$ cat src/rtl/io_cmd_defs.vh
`ifndef IO_CMD_DEFS_VH
`define IO_CMD_DEFS_VH
`define CMD_W 16
`define CMD_DAC_BIT 15
`define CMD_ADDR_HI 14
`define CMD_ADDR_LO 11
`define CMD_CH_HI 14
`define CMD_CH_LO 12
`define CMD_DATA_HI 11
`define CMD_DATA_LO 0
`define CMD_KEY_HI 10
`define CMD_KEY_LO 0
`define CMD_PIN_HI 7
`define CMD_PIN_LO 0
`define ADDR_DRIVE_TYPE 4'hc
`define ADDR_THREE_STATE 4'hd
`define ADDR_SOFTWARE_RESET_KEY 4'hf
`define SOFTWARE_RESET_KEY_KEY 11'h5ac
`define PIN_RESET 8'h00
`define DAC_RESET 12'h000
`endif

$ cat src/rtl/io_cmd_regs.v
`include "io_cmd_defs.vh"
`default_nettype none
module io_cmd_regs #(
  parameter PINS = 8,
  parameter DAC_W = 12,
  parameter CH_W = 3
) (
  input wire clk,
  input wire rst_n,
  input wire cmd_valid,
  input wire [15:0] cmd_word,
  input wire [PINS-1:0] pin_is_output,
  input wire [PINS-1:0] pin_out_level,
  input wire [CH_W-1:0] dac_rd_ch,
  output reg [PINS-1:0] pin_drive_type_q,
  output reg [PINS-1:0] pin_three_state_select_q,
  output reg [PINS-1:0] pin_o_q,
  output reg [PINS-1:0] pin_oe_n_q,
  output reg soft_reset_q,
  output reg dac_load_q,
  output reg [CH_W-1:0] dac_load_ch_q,
  output reg [DAC_W-1:0] dac_load_code_q,
  output wire [DAC_W-1:0] dac_rd_code
);
  wire is_dac;
  wire [PINS-1:0] pins;
  wire key_ok;
  wire live;
  wire wr_drive;
  wire wr_three_state;
  wire rst_hit;
  wire dac_wr;
  wire clr;
  reg [PINS-1:0] pad_oe_n_d;
  reg [PINS-1:0] pad_o_d;
  integer k;

  // write strobe for one register address code
  function reg_write;
    input valid;
    input [15:0] word;
    input [3:0] code;
    begin
      reg_write = valid && !word[`CMD_DAC_BIT] &&
        (word[`CMD_ADDR_HI:`CMD_ADDR_LO] == code);
    end
  endfunction

  // channel field of a dac write
  function [CH_W-1:0] dac_channel;
    input [15:0] word;
    begin
      dac_channel = word[`CMD_CH_HI:`CMD_CH_LO];
    end
  endfunction

  // code field of a dac write
  function [DAC_W-1:0] dac_code;
    input [15:0] word;
    begin
      dac_code = word[`CMD_DATA_HI:`CMD_DATA_LO];
    end
  endfunction

  // pad enable, low only while the pad is driven
  function pad_oe_n;
    input ts;
    input is_out;
    input od;
    input level;
    begin
      if (ts || !is_out) begin
        pad_oe_n = 1'b1;
      end else if (od) begin
        pad_oe_n = level;
      end else begin
        pad_oe_n = 1'b0;
      end
    end
  endfunction

  // pad value, only a push-pull pad shows the level
  function pad_o;
    input ts;
    input is_out;
    input od;
    input level;
    begin
      if (ts || !is_out || od) begin
        pad_o = 1'b0;
      end else begin
        pad_o = level;
      end
    end
  endfunction

  assign is_dac = cmd_word[`CMD_DAC_BIT];
  assign pins = cmd_word[`CMD_PIN_HI:`CMD_PIN_LO];
  assign key_ok = (cmd_word[`CMD_KEY_HI:`CMD_KEY_LO] == `SOFTWARE_RESET_KEY_KEY);
  // commands in the keyed reset cycle are dropped
  assign live = !soft_reset_q;
  assign wr_drive = live && reg_write(cmd_valid, cmd_word, `ADDR_DRIVE_TYPE);
  assign wr_three_state = live && reg_write(cmd_valid, cmd_word, `ADDR_THREE_STATE);
  assign rst_hit = live && key_ok && reg_write(cmd_valid, cmd_word, `ADDR_SOFTWARE_RESET_KEY);
  assign dac_wr = live && cmd_valid && is_dac;
  assign clr = !rst_n || soft_reset_q;

  always @* begin
    pad_oe_n_d = {PINS{1'b1}};
    pad_o_d = {PINS{1'b0}};
    for (k = 0; k < PINS; k = k + 1) begin
      pad_oe_n_d[k] = pad_oe_n(pin_three_state_select_q[k], pin_is_output[k],
        pin_drive_type_q[k], pin_out_level[k]);
      pad_o_d[k] = pad_o(pin_three_state_select_q[k], pin_is_output[k],
        pin_drive_type_q[k], pin_out_level[k]);
    end
  end

  // drive-type register
  always @(posedge clk) begin
    if (clr) begin
      pin_drive_type_q <= `PIN_RESET;
    end else if (wr_drive) begin
      pin_drive_type_q <= pins;
    end
  end

  // three-state register
  always @(posedge clk) begin
    if (clr) begin
      pin_three_state_select_q <= `PIN_RESET;
    end else if (wr_three_state) begin
      pin_three_state_select_q <= pins;
    end
  end

  // last dac write and its strobe
  always @(posedge clk) begin
    if (clr) begin
      dac_load_q <= 1'b0;
      dac_load_ch_q <= {CH_W{1'b0}};
      dac_load_code_q <= `DAC_RESET;
    end else begin
      dac_load_q <= dac_wr;
      if (dac_wr) begin
        dac_load_ch_q <= dac_channel(cmd_word);
        dac_load_code_q <= dac_code(cmd_word);
      end
    end
  end

  // pad driver registers
  always @(posedge clk) begin
    if (clr) begin
      pin_o_q <= `PIN_RESET;
      pin_oe_n_q <= {PINS{1'b1}};
    end else begin
      pin_o_q <= pad_o_d;
      pin_oe_n_q <= pad_oe_n_d;
    end
  end

  // wrong key leaves everything as is
  always @(posedge clk) begin
    if (!rst_n) begin
      soft_reset_q <= 1'b0;
    end else begin
      soft_reset_q <= rst_hit;
    end
  end

  dac_code_mem #(.DW(DAC_W), .AW(CH_W)) u_mem (
    .clk(clk),
    .rst_n(rst_n),
    .clr(soft_reset_q),
    .we(dac_wr),
    .waddr(dac_channel(cmd_word)),
    .wdata(dac_code(cmd_word)),
    .raddr(dac_rd_ch),
    .rdata(dac_rd_code)
  );
endmodule // io_cmd_regs
`default_nettype wire

$ cat src/rtl/dac_code_mem.v
`default_nettype none
module dac_code_mem #(
  parameter DW = 12,
  parameter AW = 3
) (
  input wire clk,
  input wire rst_n,
  input wire clr,
  input wire we,
  input wire [AW-1:0] waddr,
  input wire [DW-1:0] wdata,
  input wire [AW-1:0] raddr,
  output reg [DW-1:0] rdata
);
  reg [DW-1:0] mem [0:(1<<AW)-1];
  integer i;
  // clear on hard reset or keyed reset
  always @(posedge clk) begin
    if (!rst_n || clr) begin
      for (i = 0; i < (1<<AW); i = i + 1) begin
        mem[i] <= {DW{1'b0}};
      end
      rdata <= {DW{1'b0}};
    end else begin
      if (we) begin
        mem[waddr] <= wdata;
      end
      rdata <= mem[raddr];
    end
  end
endmodule // dac_code_mem
`default_nettype wire

$ cat config.mk
export PLATFORM = sky130hd
export DESIGN_NAME = io_cmd_regs
export DESIGN_NICKNAME = d
export VERILOG_FILES = /design/src/rtl/io_cmd_regs.v /design/src/rtl/dac_code_mem.v
export VERILOG_INCLUDE_DIRS = /design/src /design/src/rtl
export SDC_FILE = /design/constraint.sdc
export NUM_CORES = 1
export LEC_CHECK = 0
export ABC_CLOCK_PERIOD_IN_PS = 2600
export BUFFER_PORTS_ARGS = -buffer_cell sky130_fd_sc_hd__clkbuf_2
export CAP_MARGIN = 10
export CORE_MARGIN = 2
export CORE_UTILIZATION = 52
export CTS_BUF_LIST = sky130_fd_sc_hd__clkbuf_4 sky130_fd_sc_hd__clkbuf_8
export DETAILED_ROUTE_END_ITERATION = 10
export PLACE_DENSITY_LB_ADDON = 0.3
export REMOVE_ABC_BUFFERS = 1
export SETUP_SLACK_MARGIN = 0.2
export SYNTH_ARGS = -nofsm -noshare
export SYNTH_HDL_FRONTEND = slang
export SYNTH_SLANG_ARGS = --single-unit
$ cat constraint.sdc
create_clock -name clk -period 2.6 [get_ports clk]
set_clock_uncertainty 0.15 [all_clocks]
set_input_delay 0.13 -clock clk [delete_from_list [all_inputs] [get_ports clk]]
set_output_delay 0.13 -clock clk [all_outputs]
set_load 0.005 [all_outputs]
Word-level counts from Yosys, hierarchy flattened
Memories as Yosys holds them, arrays and structs flattened. A register that Yosys moved wholly into a read port is not among the register bits.
Index checks and enable logic that the tools add are counted.
{"block": "word_totals", "ff_bits": 49, "ram_bits": 96, "inputBits": 38, "wordCells": 98, "n_memories": 1}
{"block": "classes", "eq_ne": 4, "muxes": 16, "n_reduce_logical": 55}
{"memory": "u_mem.mem", "depth": 8, "word_bits": 12, "read_ports": 1, "rd_clocked_by_memory_dff": 1, "write_ports": 8, "line": "dac_code_mem.v:15", "rtl": "reg [DW-1:0] mem [0:(1<<AW)-1];"}
{"operator": "2-bit OR reduction", "n": 16}
{"operator": "1-bit logical OR", "n": 17}
{"operator": "1-bit 2-to-1 mux", "n": 14}
{"operator": "4-bit equality test, second input constant", "n": 3}
{"operator": "12-bit 2-to-1 mux", "n": 1}
{"operator": "12-bit OR reduction", "n": 1}
{"operator": "11-bit equality test, second input constant", "n": 1}
{"operator": "1-bit zero test", "n": 11}
{"operator": "1-bit logical AND", "n": 10}
{"operator": "3-bit 2-to-1 mux", "n": 1}

Longest topological paths before layout
Gate-level depths: netlist of the first run.
{"block": "logic_depth", "depth_word": 8, "mapped_depth": 6, "ltp_nobuf": 4}

Cells and area by module
Synthesis of the first run repeated with hierarchy kept, for this count alone.
{"block": "unflattened", "hier_cells": 520, "hier_area_um2": 6665.1}
{"mod": "dac_code_mem", "n_inst": 1, "cells_each": 334, "area_each_um2": 4829.6, "seq_area_each_um2": 3123.0}
{"mod": "io_cmd_regs", "n_inst": 1, "cells_each": 186, "area_each_um2": 1835.5, "seq_area_each_um2": 980.9}

Worst setup path before layout of the first run
Ideal clock, no wire load.
{"block": "synth_path", "path_kind": "flip-flop to flip-flop", "start": "reg soft_reset_q", "end": "mem u_mem.mem[2][0], enable pin", "t_arrival_ns": 1.394, "t_required_ns": 2.091, "setup_slack_ns": 0.698, "stages_incl_launch_ff": 5, "path_buffers": 1, "path_cell_list": "dfxtp_1 -> buf_6 -> nand4b_4 -> nor4b_2 -> nand2b_1"}
{"element": "start: declaration", "line": "io_cmd_regs.v:19", "rtl": "output reg soft_reset_q,"}
{"element": "start signal: assignment", "line": "io_cmd_regs.v:168", "rtl": "soft_reset_q <= rst_hit;"}
{"element": "end: declaration", "line": "dac_code_mem.v:15"}

Final worst setup path of the first run
{"block": "layout_path", "start": "reg soft_reset_q", "end": "reg pin_oe_n_q[4]"}
{"block": "layout_via", "elab_chain_cells": 2}
{"element": "1-bit logical OR", "line": "io_cmd_regs.v:106", "rtl": "assign clr = !rst_n || soft_reset_q;"}
{"element": "2-bit OR reduction (no source line)"}
{"element": "end signal: assignment", "line": "io_cmd_regs.v:156", "rtl": "pin_oe_n_q <= {PINS{1'b1}};"}
{"element": "end signal: assignment", "line": "io_cmd_regs.v:159", "rtl": "pin_oe_n_q <= pad_oe_n_d;"}
{"element": "end: declaration", "line": "io_cmd_regs.v:18", "rtl": "output reg [PINS-1:0] pin_oe_n_q,"}
Every way passes these cells.
A chain may end at the register's enable or synchronous reset.

==> metrics.log, run 1 <==
[metrics] run status: finished clean
[metrics] final std cells w/o fill: 841
[metrics] mean instance size in the synthesized netlist: roughly 12 um^2
[metrics] Site Rows: 41
[metrics] global-route wire length before repair: 24,000 um
[metrics] Critical Path AT: around 2.4 ns
[metrics] clock insertion delay at the later pin of the skew report: ~0.46 ns
[metrics] Clk network pwr share: between 30% and 40%
[metrics] final wirelength: 15,500 um
[metrics] Fmax: around 450 MHz
[metrics] leakage dissipation: between 3 and 4 nW
[metrics] maximum fanout along the worst path: 24
[metrics] initial detailed-routing violation count: 252
[metrics] number of buffers on the longest clock path: 2
[metrics] total power after layout: 4.85 mW
[metrics] pin count of the biggest net entering global routing: 49
[metrics] Setup violations, final: 0
[metrics] first-pass detailed-route iteration total: 4
[metrics] power spent charging and discharging nets: between 1 and 1.5 mW
[metrics] Die H: roughly 120 um
[metrics] #FFs+latches synth: 157
[metrics] CP Buf/Inv Count: 2
[metrics] gpl congestion: 0.752
[metrics] main flop type after synthesis: sky130_fd_sc_hd__edfxtp_1
[metrics] clock net sink count: 157
[metrics] share of layout cells above drive strength 1: between 30 and 40%
[metrics] input/output buffers: 98
[metrics] Finished Core Util: between 60 and 70%
[metrics] cell with the largest stage delay on the worst path: sky130_fd_sc_hd__dlygate4sd3_1
[metrics] RR Startpoint: soft_reset_q
[metrics] highest ir drop seen on vdd: roughly 0.00046 V
[metrics] antenna violations before repair: 0
[metrics] required time reported for the critical path endpoint: between 2 and 3 ns
[metrics] via count of the routed design: roughly 4,500
[metrics] depth of the CTS H-tree: 4
[metrics] horizontal die dimension: 117 um
[metrics] share of the cycle needed by the critical path after routing: a little under nine tenths
[metrics] TritonCTS Buffers: 17
[metrics] core outline area: 12,600 um^2
[metrics] TritonCTS clock tree: built
[metrics] fill cell count: about 960
[metrics] number of instances on the worst hold path: 4
[metrics] clock transition at the register clock pins on the worst setup and hold paths after CTS: about 0.080 ns
[metrics] placed cell count: 768
[metrics] Worst path max stage delay: approximately 0.57 ns
[metrics] power density cells: a little over 600 nW/um^2
[metrics] critical path class: reg2reg
[metrics] worst hold slack across all endpoints: approximately 0.077 ns
[metrics] fraction of power consumed by combinational cells: a little under a tenth
[metrics] crit path time final: ~2.2 ns
[metrics] Critical Path Source Type: flop
[metrics] final-layout setup total negative slack: 0 ns
[metrics] initial standard-cell utilization of the core: approximately 53%
[metrics] Max-Cap Viols: 0
[metrics] total internal power: approximately 3.7 mW
[metrics] Crit path max-delay family: buffers and inverters
[metrics] number of global-route vias before repair: 4,456
[metrics] total standard cell area after synthesis: approximately 6600 um^2
[metrics] worst reg-to-reg path cell count: 5
[metrics] most used cells in the layout excluding fill and tap cells: sky130_fd_sc_hd__clkbuf_2, sky130_fd_sc_hd__and2_1, sky130_fd_sc_hd__edfxtp_1
[metrics] class of the most critical hold timing path: in2reg
[metrics] Avg WL per Cell: roughly 18 um
[metrics] Synthesis Warnings: 0
[metrics] GRT Overall Usage: 24.1%
[metrics] flop2flop setup slack: approximately 0.38 ns
[metrics] transition time at the pin with the least slew margin: 0.729 ns
[metrics] post-route DRC violation count: 0
[metrics] FFs w/ async S/R, synth: 0%
[metrics] global-route congestion overflow total: 0
[metrics] Sequential Power Share: 57.9%
[metrics] number of enable flip-flop cells after synthesis: 96
[metrics] HPWL reported at the end of detailed placement: slightly below 10,000 um
[metrics] Yosys cell types: 36
[metrics] count of endpoints failing hold in the final timing report: 0
[metrics] buffer count from post-CTS setup fixing: 0
[metrics] Post-DRT Antenna Nets: 0
[metrics] ordered cell list for the critical path: nor2b_4 > buf_4 > nand3b_1 > a21o_1 > dlygate4sd3_1
[metrics] setup repair after global routing missed its margin: no
[metrics] hold worst-path end: soft_reset_q
[metrics] post-synthesis sequential area ratio: ~62%
[metrics] Crit. End Element: flop
[metrics] number of standard cells after synthesis: around 530
[metrics] boundary pin count: 99
[metrics] via-per-instance ratio: between 5 and 6
[metrics] Max Slew Vio Count: 0
[metrics] switch share: about a quarter
[metrics] Worst Hold Launch: cmd_valid
[metrics] endpoint of the lowest-slack register-to-register path: pin_oe_n_q[4]
[metrics] clock root buffer: sky130_fd_sc_hd__clkbuf_8
[metrics] diodes inserted: 0
[metrics] Area growth, synth to finish: 20.2%
[metrics] most common library cell in the layout ignoring fill and taps: sky130_fd_sc_hd__clkbuf_2
[metrics] Final #Nets: approximately 690
[metrics] instance count on the critical path: 5
[metrics] Die ar.: 13,700 um^2
[metrics] worst slew margin relative to its limit: approximately half
[tightest hold or removal path, stage by stage]
cell                       delay [ns]
sky130_fd_sc_hd__clkbuf_2        0.16
sky130_fd_sc_hd__nand4b_4        0.18
sky130_fd_sc_hd__or4_4           0.14
sky130_fd_sc_hd__nor4_2          0.03
[state kept, by name, summed over array words and instances, names as in the netlist]
register and count:
dac_load_code_q 12, dac_load_q 1, soft_reset_q 1, dac_load_ch_q 3, u_mem.mem 96, pin_three_state_select_q 8
u_mem.rdata 12, pin_drive_type_q 8, pin_o_q 8, pin_oe_n_q 8
[worst max path at each step]
stage          slack, ns              end          from
3_5_place_dp        0.37  u_mem.mem[3][0]  soft_reset_q
4_1_cts             0.33    pin_oe_n_q[3]  soft_reset_q
5_1_grt             0.23  u_mem.mem[5][7]  soft_reset_q
2_1_floorplan       0.05  u_mem.mem[0][0]  soft_reset_q
3_3_place_gp        0.50  u_mem.mem[3][7]  soft_reset_q
6_report            0.38    pin_oe_n_q[4]  soft_reset_q
[timing repair]
| action | CTS | global route |
|---|---|---|
| hold buffers | 41 | 0 |
| hold endpoints to repair | 43 | 0 |
| gates resized for setup | 0 | 3 |
| setup endpoints to repair | 0 | 19 |
[per-layer routing]
metal  part of all wire, %  routed length [um]  track usage, %
met5                     0                   0               0
met4                   3.2                 500            11.3
met3                   5.7                 881            5.72
met2                    47                7200            37.5
met1                    45                6890            32.3
[cell usage after synthesis, types with 2 or more instances]
master | count | area, um^2
sky130_fd_sc_hd__a21o_1 | 8 | 60.1
sky130_fd_sc_hd__a21oi_1 | 23 | 115
sky130_fd_sc_hd__and2_1 | 97 | 607
sky130_fd_sc_hd__and4b_1 | 2 | 20.0
sky130_fd_sc_hd__buf_2 | 11 | 55.1
sky130_fd_sc_hd__buf_6 | 2 | 22.5
sky130_fd_sc_hd__clkbuf_1 | 29 | 109
sky130_fd_sc_hd__dfxtp_1 | 61 | 1220
sky130_fd_sc_hd__edfxtp_1 | 96 | 2880
sky130_fd_sc_hd__mux2_2 | 48 | 541
sky130_fd_sc_hd__mux2i_1 | 8 | 80.1
sky130_fd_sc_hd__nand2_1 | 47 | 176
sky130_fd_sc_hd__nand2b_1 | 10 | 62.6
sky130_fd_sc_hd__nand3b_1 | 9 | 67.6
sky130_fd_sc_hd__nand4_1 | 8 | 50.1
sky130_fd_sc_hd__nand4b_4 | 2 | 47.6
sky130_fd_sc_hd__nor3_1 | 12 | 60.1
sky130_fd_sc_hd__nor3b_1 | 8 | 60.1
sky130_fd_sc_hd__nor4_2 | 2 | 25.0
sky130_fd_sc_hd__nor4b_2 | 4 | 60.1
sky130_fd_sc_hd__o21ai_0 | 8 | 40.0
sky130_fd_sc_hd__o22ai_1 | 24 | 150
[layout make-up]
cell class | count | area, um^2 | share of cell area (%)
flip-flops and latches | 157 | 4100 | 51.4
multi-input cells | 332 | 2350 | 29.5
repair buffers | 147 | 961 | 12.0
clock buffers | 21 | 270 | 3.39
well taps | 172 | 215 | 2.70
clock inverters | 11 | 71.3 | 0.894
inverters | 1 | 3.75 | 0.0470
[cell families after synthesis]
| family | share of synthesized area [%] |
|---|---|
| AND/OR/NAND/NOR | 20.4 |
| buffers and inverters | 2.94 |
| flip-flops | 61.8 |
| AO/OA/AOI/OAI | 5.50 |
| multiplexers | 9.34 |
[power groups by stage]
stage	Clock [mW]	Combinational (mW)	Sequential, mW
detailed placement	0	0.407	2.86
finish	1.58	0.462	2.81
CTS	1.60	0.457	2.81
global placement	0	0.399	2.86
global route	1.71	0.503	2.82
floorplan	0	0.200	2.85
[stage by stage]
| stage | area [um^2] | setup slack (ns) |
|---|---|---|
| 6_report | 7980 | 0.379 |
| 4_1_cts | 7970 | 0.328 |
| 5_1_grt | 7980 | 0.235 |
| 2_1_floorplan | 6450 | 0.0508 |
| 3_5_place_dp | 7220 | 0.369 |
| 3_3_place_gp | 7220 | 0.500 |
Note: power is estimated with default switching activity, not from simulation.
==> inputs of run 2 (changes only) <==
--- a/config.mk
+++ b/config.mk
@@ -6,14 +6,14 @@
 export SDC_FILE = /design/constraint.sdc
 export NUM_CORES = 1
 export LEC_CHECK = 0
-export ABC_CLOCK_PERIOD_IN_PS = 2600
+export ABC_CLOCK_PERIOD_IN_PS = 1900
 export BUFFER_PORTS_ARGS = -buffer_cell sky130_fd_sc_hd__clkbuf_2
 export CAP_MARGIN = 10
 export CORE_MARGIN = 2
 export CORE_UTILIZATION = 52
 export CTS_BUF_LIST = sky130_fd_sc_hd__clkbuf_4 sky130_fd_sc_hd__clkbuf_8
 export DETAILED_ROUTE_END_ITERATION = 10
-export PLACE_DENSITY_LB_ADDON = 0.3
+export PLACE_DENSITY_LB_ADDON = 0.15
 export REMOVE_ABC_BUFFERS = 1
 export SETUP_SLACK_MARGIN = 0.2
 export SYNTH_ARGS = -nofsm -noshare
==> constraint.sdc (replaced) <==
create_clock -name clk -period 1.9 [get_ports clk]
set_clock_uncertainty 0.15 [all_clocks]
set_input_delay 0.095 -clock clk [delete_from_list [all_inputs] [get_ports clk]]
set_output_delay 0.095 -clock clk [all_outputs]
set_load 0.005 [all_outputs]
==> run 2 against run 1 <==
  * Flip-flop and latch count unchanged
  * Count of clock-buffer cells in the layout increased by 4
  * Largest power group unchanged
  * Setup slack got worse by 0.17 ns
  * Register-to-register slack got worse by 0.17 ns
  * Clock power increased by 42%
==> metrics.log, run 2 (same netlist as run 1, synthesis figures left out) <==
[metrics] GRT Overall Usage: roughly a quarter
[metrics] ordered cell list for the critical path: dlygate4sd3_1 > clkbuf_2 > nand4b_4 > nor4b_4 > nand2b_1 > buf_6
[metrics] clock root buffer: sky130_fd_sc_hd__clkbuf_8
[metrics] input/output buffers: a little under 100
[metrics] initial detailed-routing violation count: about 210
[metrics] transition time at the pin with the least slew margin: around 0.59 ns
[metrics] worst slew margin relative to its limit: 60.8%
[metrics] Max-Cap Viols: 0
[metrics] horizontal die dimension: about 120 um
[metrics] required time reported for the critical path endpoint: about 1.9 ns
[metrics] run status: finished clean
[metrics] leakage dissipation: about 3.2 nW
[metrics] via-per-instance ratio: about 5.3
[metrics] initial standard-cell utilization of the core: 52.8%
[metrics] core outline area: around 13,000 um^2
[metrics] Post-DRT Antenna Nets: 0
[metrics] Die H: between 100 and 150 um
[metrics] Max Slew Vio Count: 0
[metrics] final wirelength: 15,900 um
[metrics] Crit path max-delay family: buffers and inverters
[metrics] pin count of the biggest net entering global routing: 49
[metrics] number of global-route vias before repair: between 4,000 and 5,000
[metrics] Largest register FFs: 96
[metrics] Critical Path AT: approximately 1.7 ns
[metrics] gpl congestion: roughly 0.84
[metrics] cell with the largest stage delay on the worst path: sky130_fd_sc_hd__dlygate4sd3_1
[metrics] Top Registers: u_mem.mem x96, dac_load_code_q x12, u_mem.rdata x12
[metrics] critical path class: in2reg
[metrics] number of buffers on the longest clock path: 2
[metrics] Worst path max stage delay: 0.53 ns
[metrics] most used cells in the layout excluding fill and tap cells: sky130_fd_sc_hd__clkbuf_2, sky130_fd_sc_hd__and2_1, sky130_fd_sc_hd__edfxtp_1
[metrics] final std cells w/o fill: between 800 and 900
[metrics] first-pass detailed-route iteration total: 4
[metrics] Setup violations, final: 0
[metrics] TritonCTS Buffers: 17
[metrics] Final #Nets: approximately 700
[metrics] maximum fanout along the worst path: 12
[metrics] global-route wire length before repair: 24,100 um
[metrics] Largest Register: u_mem.mem
[metrics] most common library cell in the layout ignoring fill and taps: sky130_fd_sc_hd__clkbuf_2
[metrics] via count of the routed design: 4,599
[metrics] post-route DRC violation count: 0
[metrics] depth of the CTS H-tree: 4
[metrics] clock insertion delay at the later pin of the skew report: 0.45 ns
[metrics] HPWL reported at the end of detailed placement: 10,300 um
[metrics] antenna violations before repair: 0
[metrics] Finished Core Util: 65.0%
[metrics] TritonCTS clock tree: built
[metrics] power density cells: 827 nW/um^2
[metrics] setup repair after global routing missed its margin: yes
[metrics] crit path time final: 1.69 ns
[metrics] placed cell count: about 790
[metrics] global-route congestion overflow total: 0
[metrics] class of the most critical hold timing path: in2reg
[metrics] share of the cycle needed by the critical path after routing: between 80 and 90%
[metrics] Crit. End Element: flop
[metrics] Avg WL per Cell: around 18 um
[metrics] final-layout setup total negative slack: 0 ns
[metrics] Fmax: slightly below 600 MHz
[metrics] total power after layout: about 6.8 mW
[metrics] boundary pin count: 99
[metrics] share of layout cells above drive strength 1: roughly 33%
[metrics] clock transition at the register clock pins on the worst setup and hold paths after CTS: about 0.080 ns
[metrics] CP Buf/Inv Count: 3
[metrics] diodes inserted: 0
[metrics] Area growth, synth to finish: 23.0%
[metrics] Site Rows: 41
[metrics] highest ir drop seen on vdd: 0.000511 V
[metrics] count of endpoints failing hold in the final timing report: 0
[metrics] Die ar.: approximately 14,000 um^2
[metrics] Critical Path Source Type: primary input
[metrics] clock net sink count: 157
==> run 2: cell types whose count changed in the layout (fill, tap and decap cells not counted), sizes merged <==
| cell | previous run | this run |
|---|---|---|
| buf | 8 | 34 |
| clkbuf | 119 | 123 |
| clkinvlp | 4 | 1 |
| dlygate4sd3 | 41 | 34 |
| inv | 2 | 1 |
==> run 2: repair_timing <==
item                                    CTS  global route
endpoints found under the setup margin   12            54
buffers inserted                          0             1
resized for setup                         2             7
endpoints found under the hold margin    46             0
hold buffers                             34             0
gates cloned                              0             1
pin swaps                                 0             0
==> run 2: final timing paths <==
path / cells after the start / to / slack, ns / from
max reg2reg: 4 / u_mem.mem[2][5] / 0.21 / soft_reset_q
max: 6 / u_mem.mem[2][5] / 0.21 / cmd_word[15]
min reg2reg: 2 / dac_load_code_q[5] / 0.31 / dac_load_code_q[5]
min: 4 / soft_reset_q / 0.04 / cmd_valid
==> run 2: per-layer routing <==
metal	vias up	track usage (%)	wire [um]
met5	-	0	0
met3	25	6.44	947
met1	2240	29.7	6540
met4	0	10.8	313
met2	157	40.7	8080
li1	2177	-	-
==> run 2: tightest hold or removal path, stage by stage <==
cell and delay (ns):
sky130_fd_sc_hd__clkbuf_2 0.15, sky130_fd_sc_hd__nand4b_4 0.19, sky130_fd_sc_hd__or4_4 0.14, sky130_fd_sc_hd__nor4_2 0.03
==> run 2: area by class of cell <==
| class | instances | area [um^2] |
|---|---|---|
| Clock buffer | 25 | 319 |
| Clock inverter | 7 | 38.8 |
| Fill cell | 988 | 4400 |
| Inverter | 1 | 3.75 |
| Multi-Input combinational cell | 332 | 2360 |
| Sequential cell | 157 | 4110 |
| Tap cell | 172 | 215 |
| Timing Repair Buffer | 166 | 1130 |
==> run 2: where the power goes <==
part           switching, mW  internal, mW
logic                  0.357         0.310
clock network           1.17          1.09
registers             0.0567          3.78
total                   1.58          5.18
==> run 2: per-stage QoR <==
stage / hold WS (ns) / setup slack, ns / cell area, um^2
floorplan: 0.0590 / -0.649 / 6450
global placement: 0.154 / 0.221 / 7420
detailed placement: 0.161 / 0.168 / 7420
CTS: 0.0254 / 0.210 / 8130
global route: 0.0407 / 0.158 / 8170
finish: 0.0429 / 0.213 / 8170
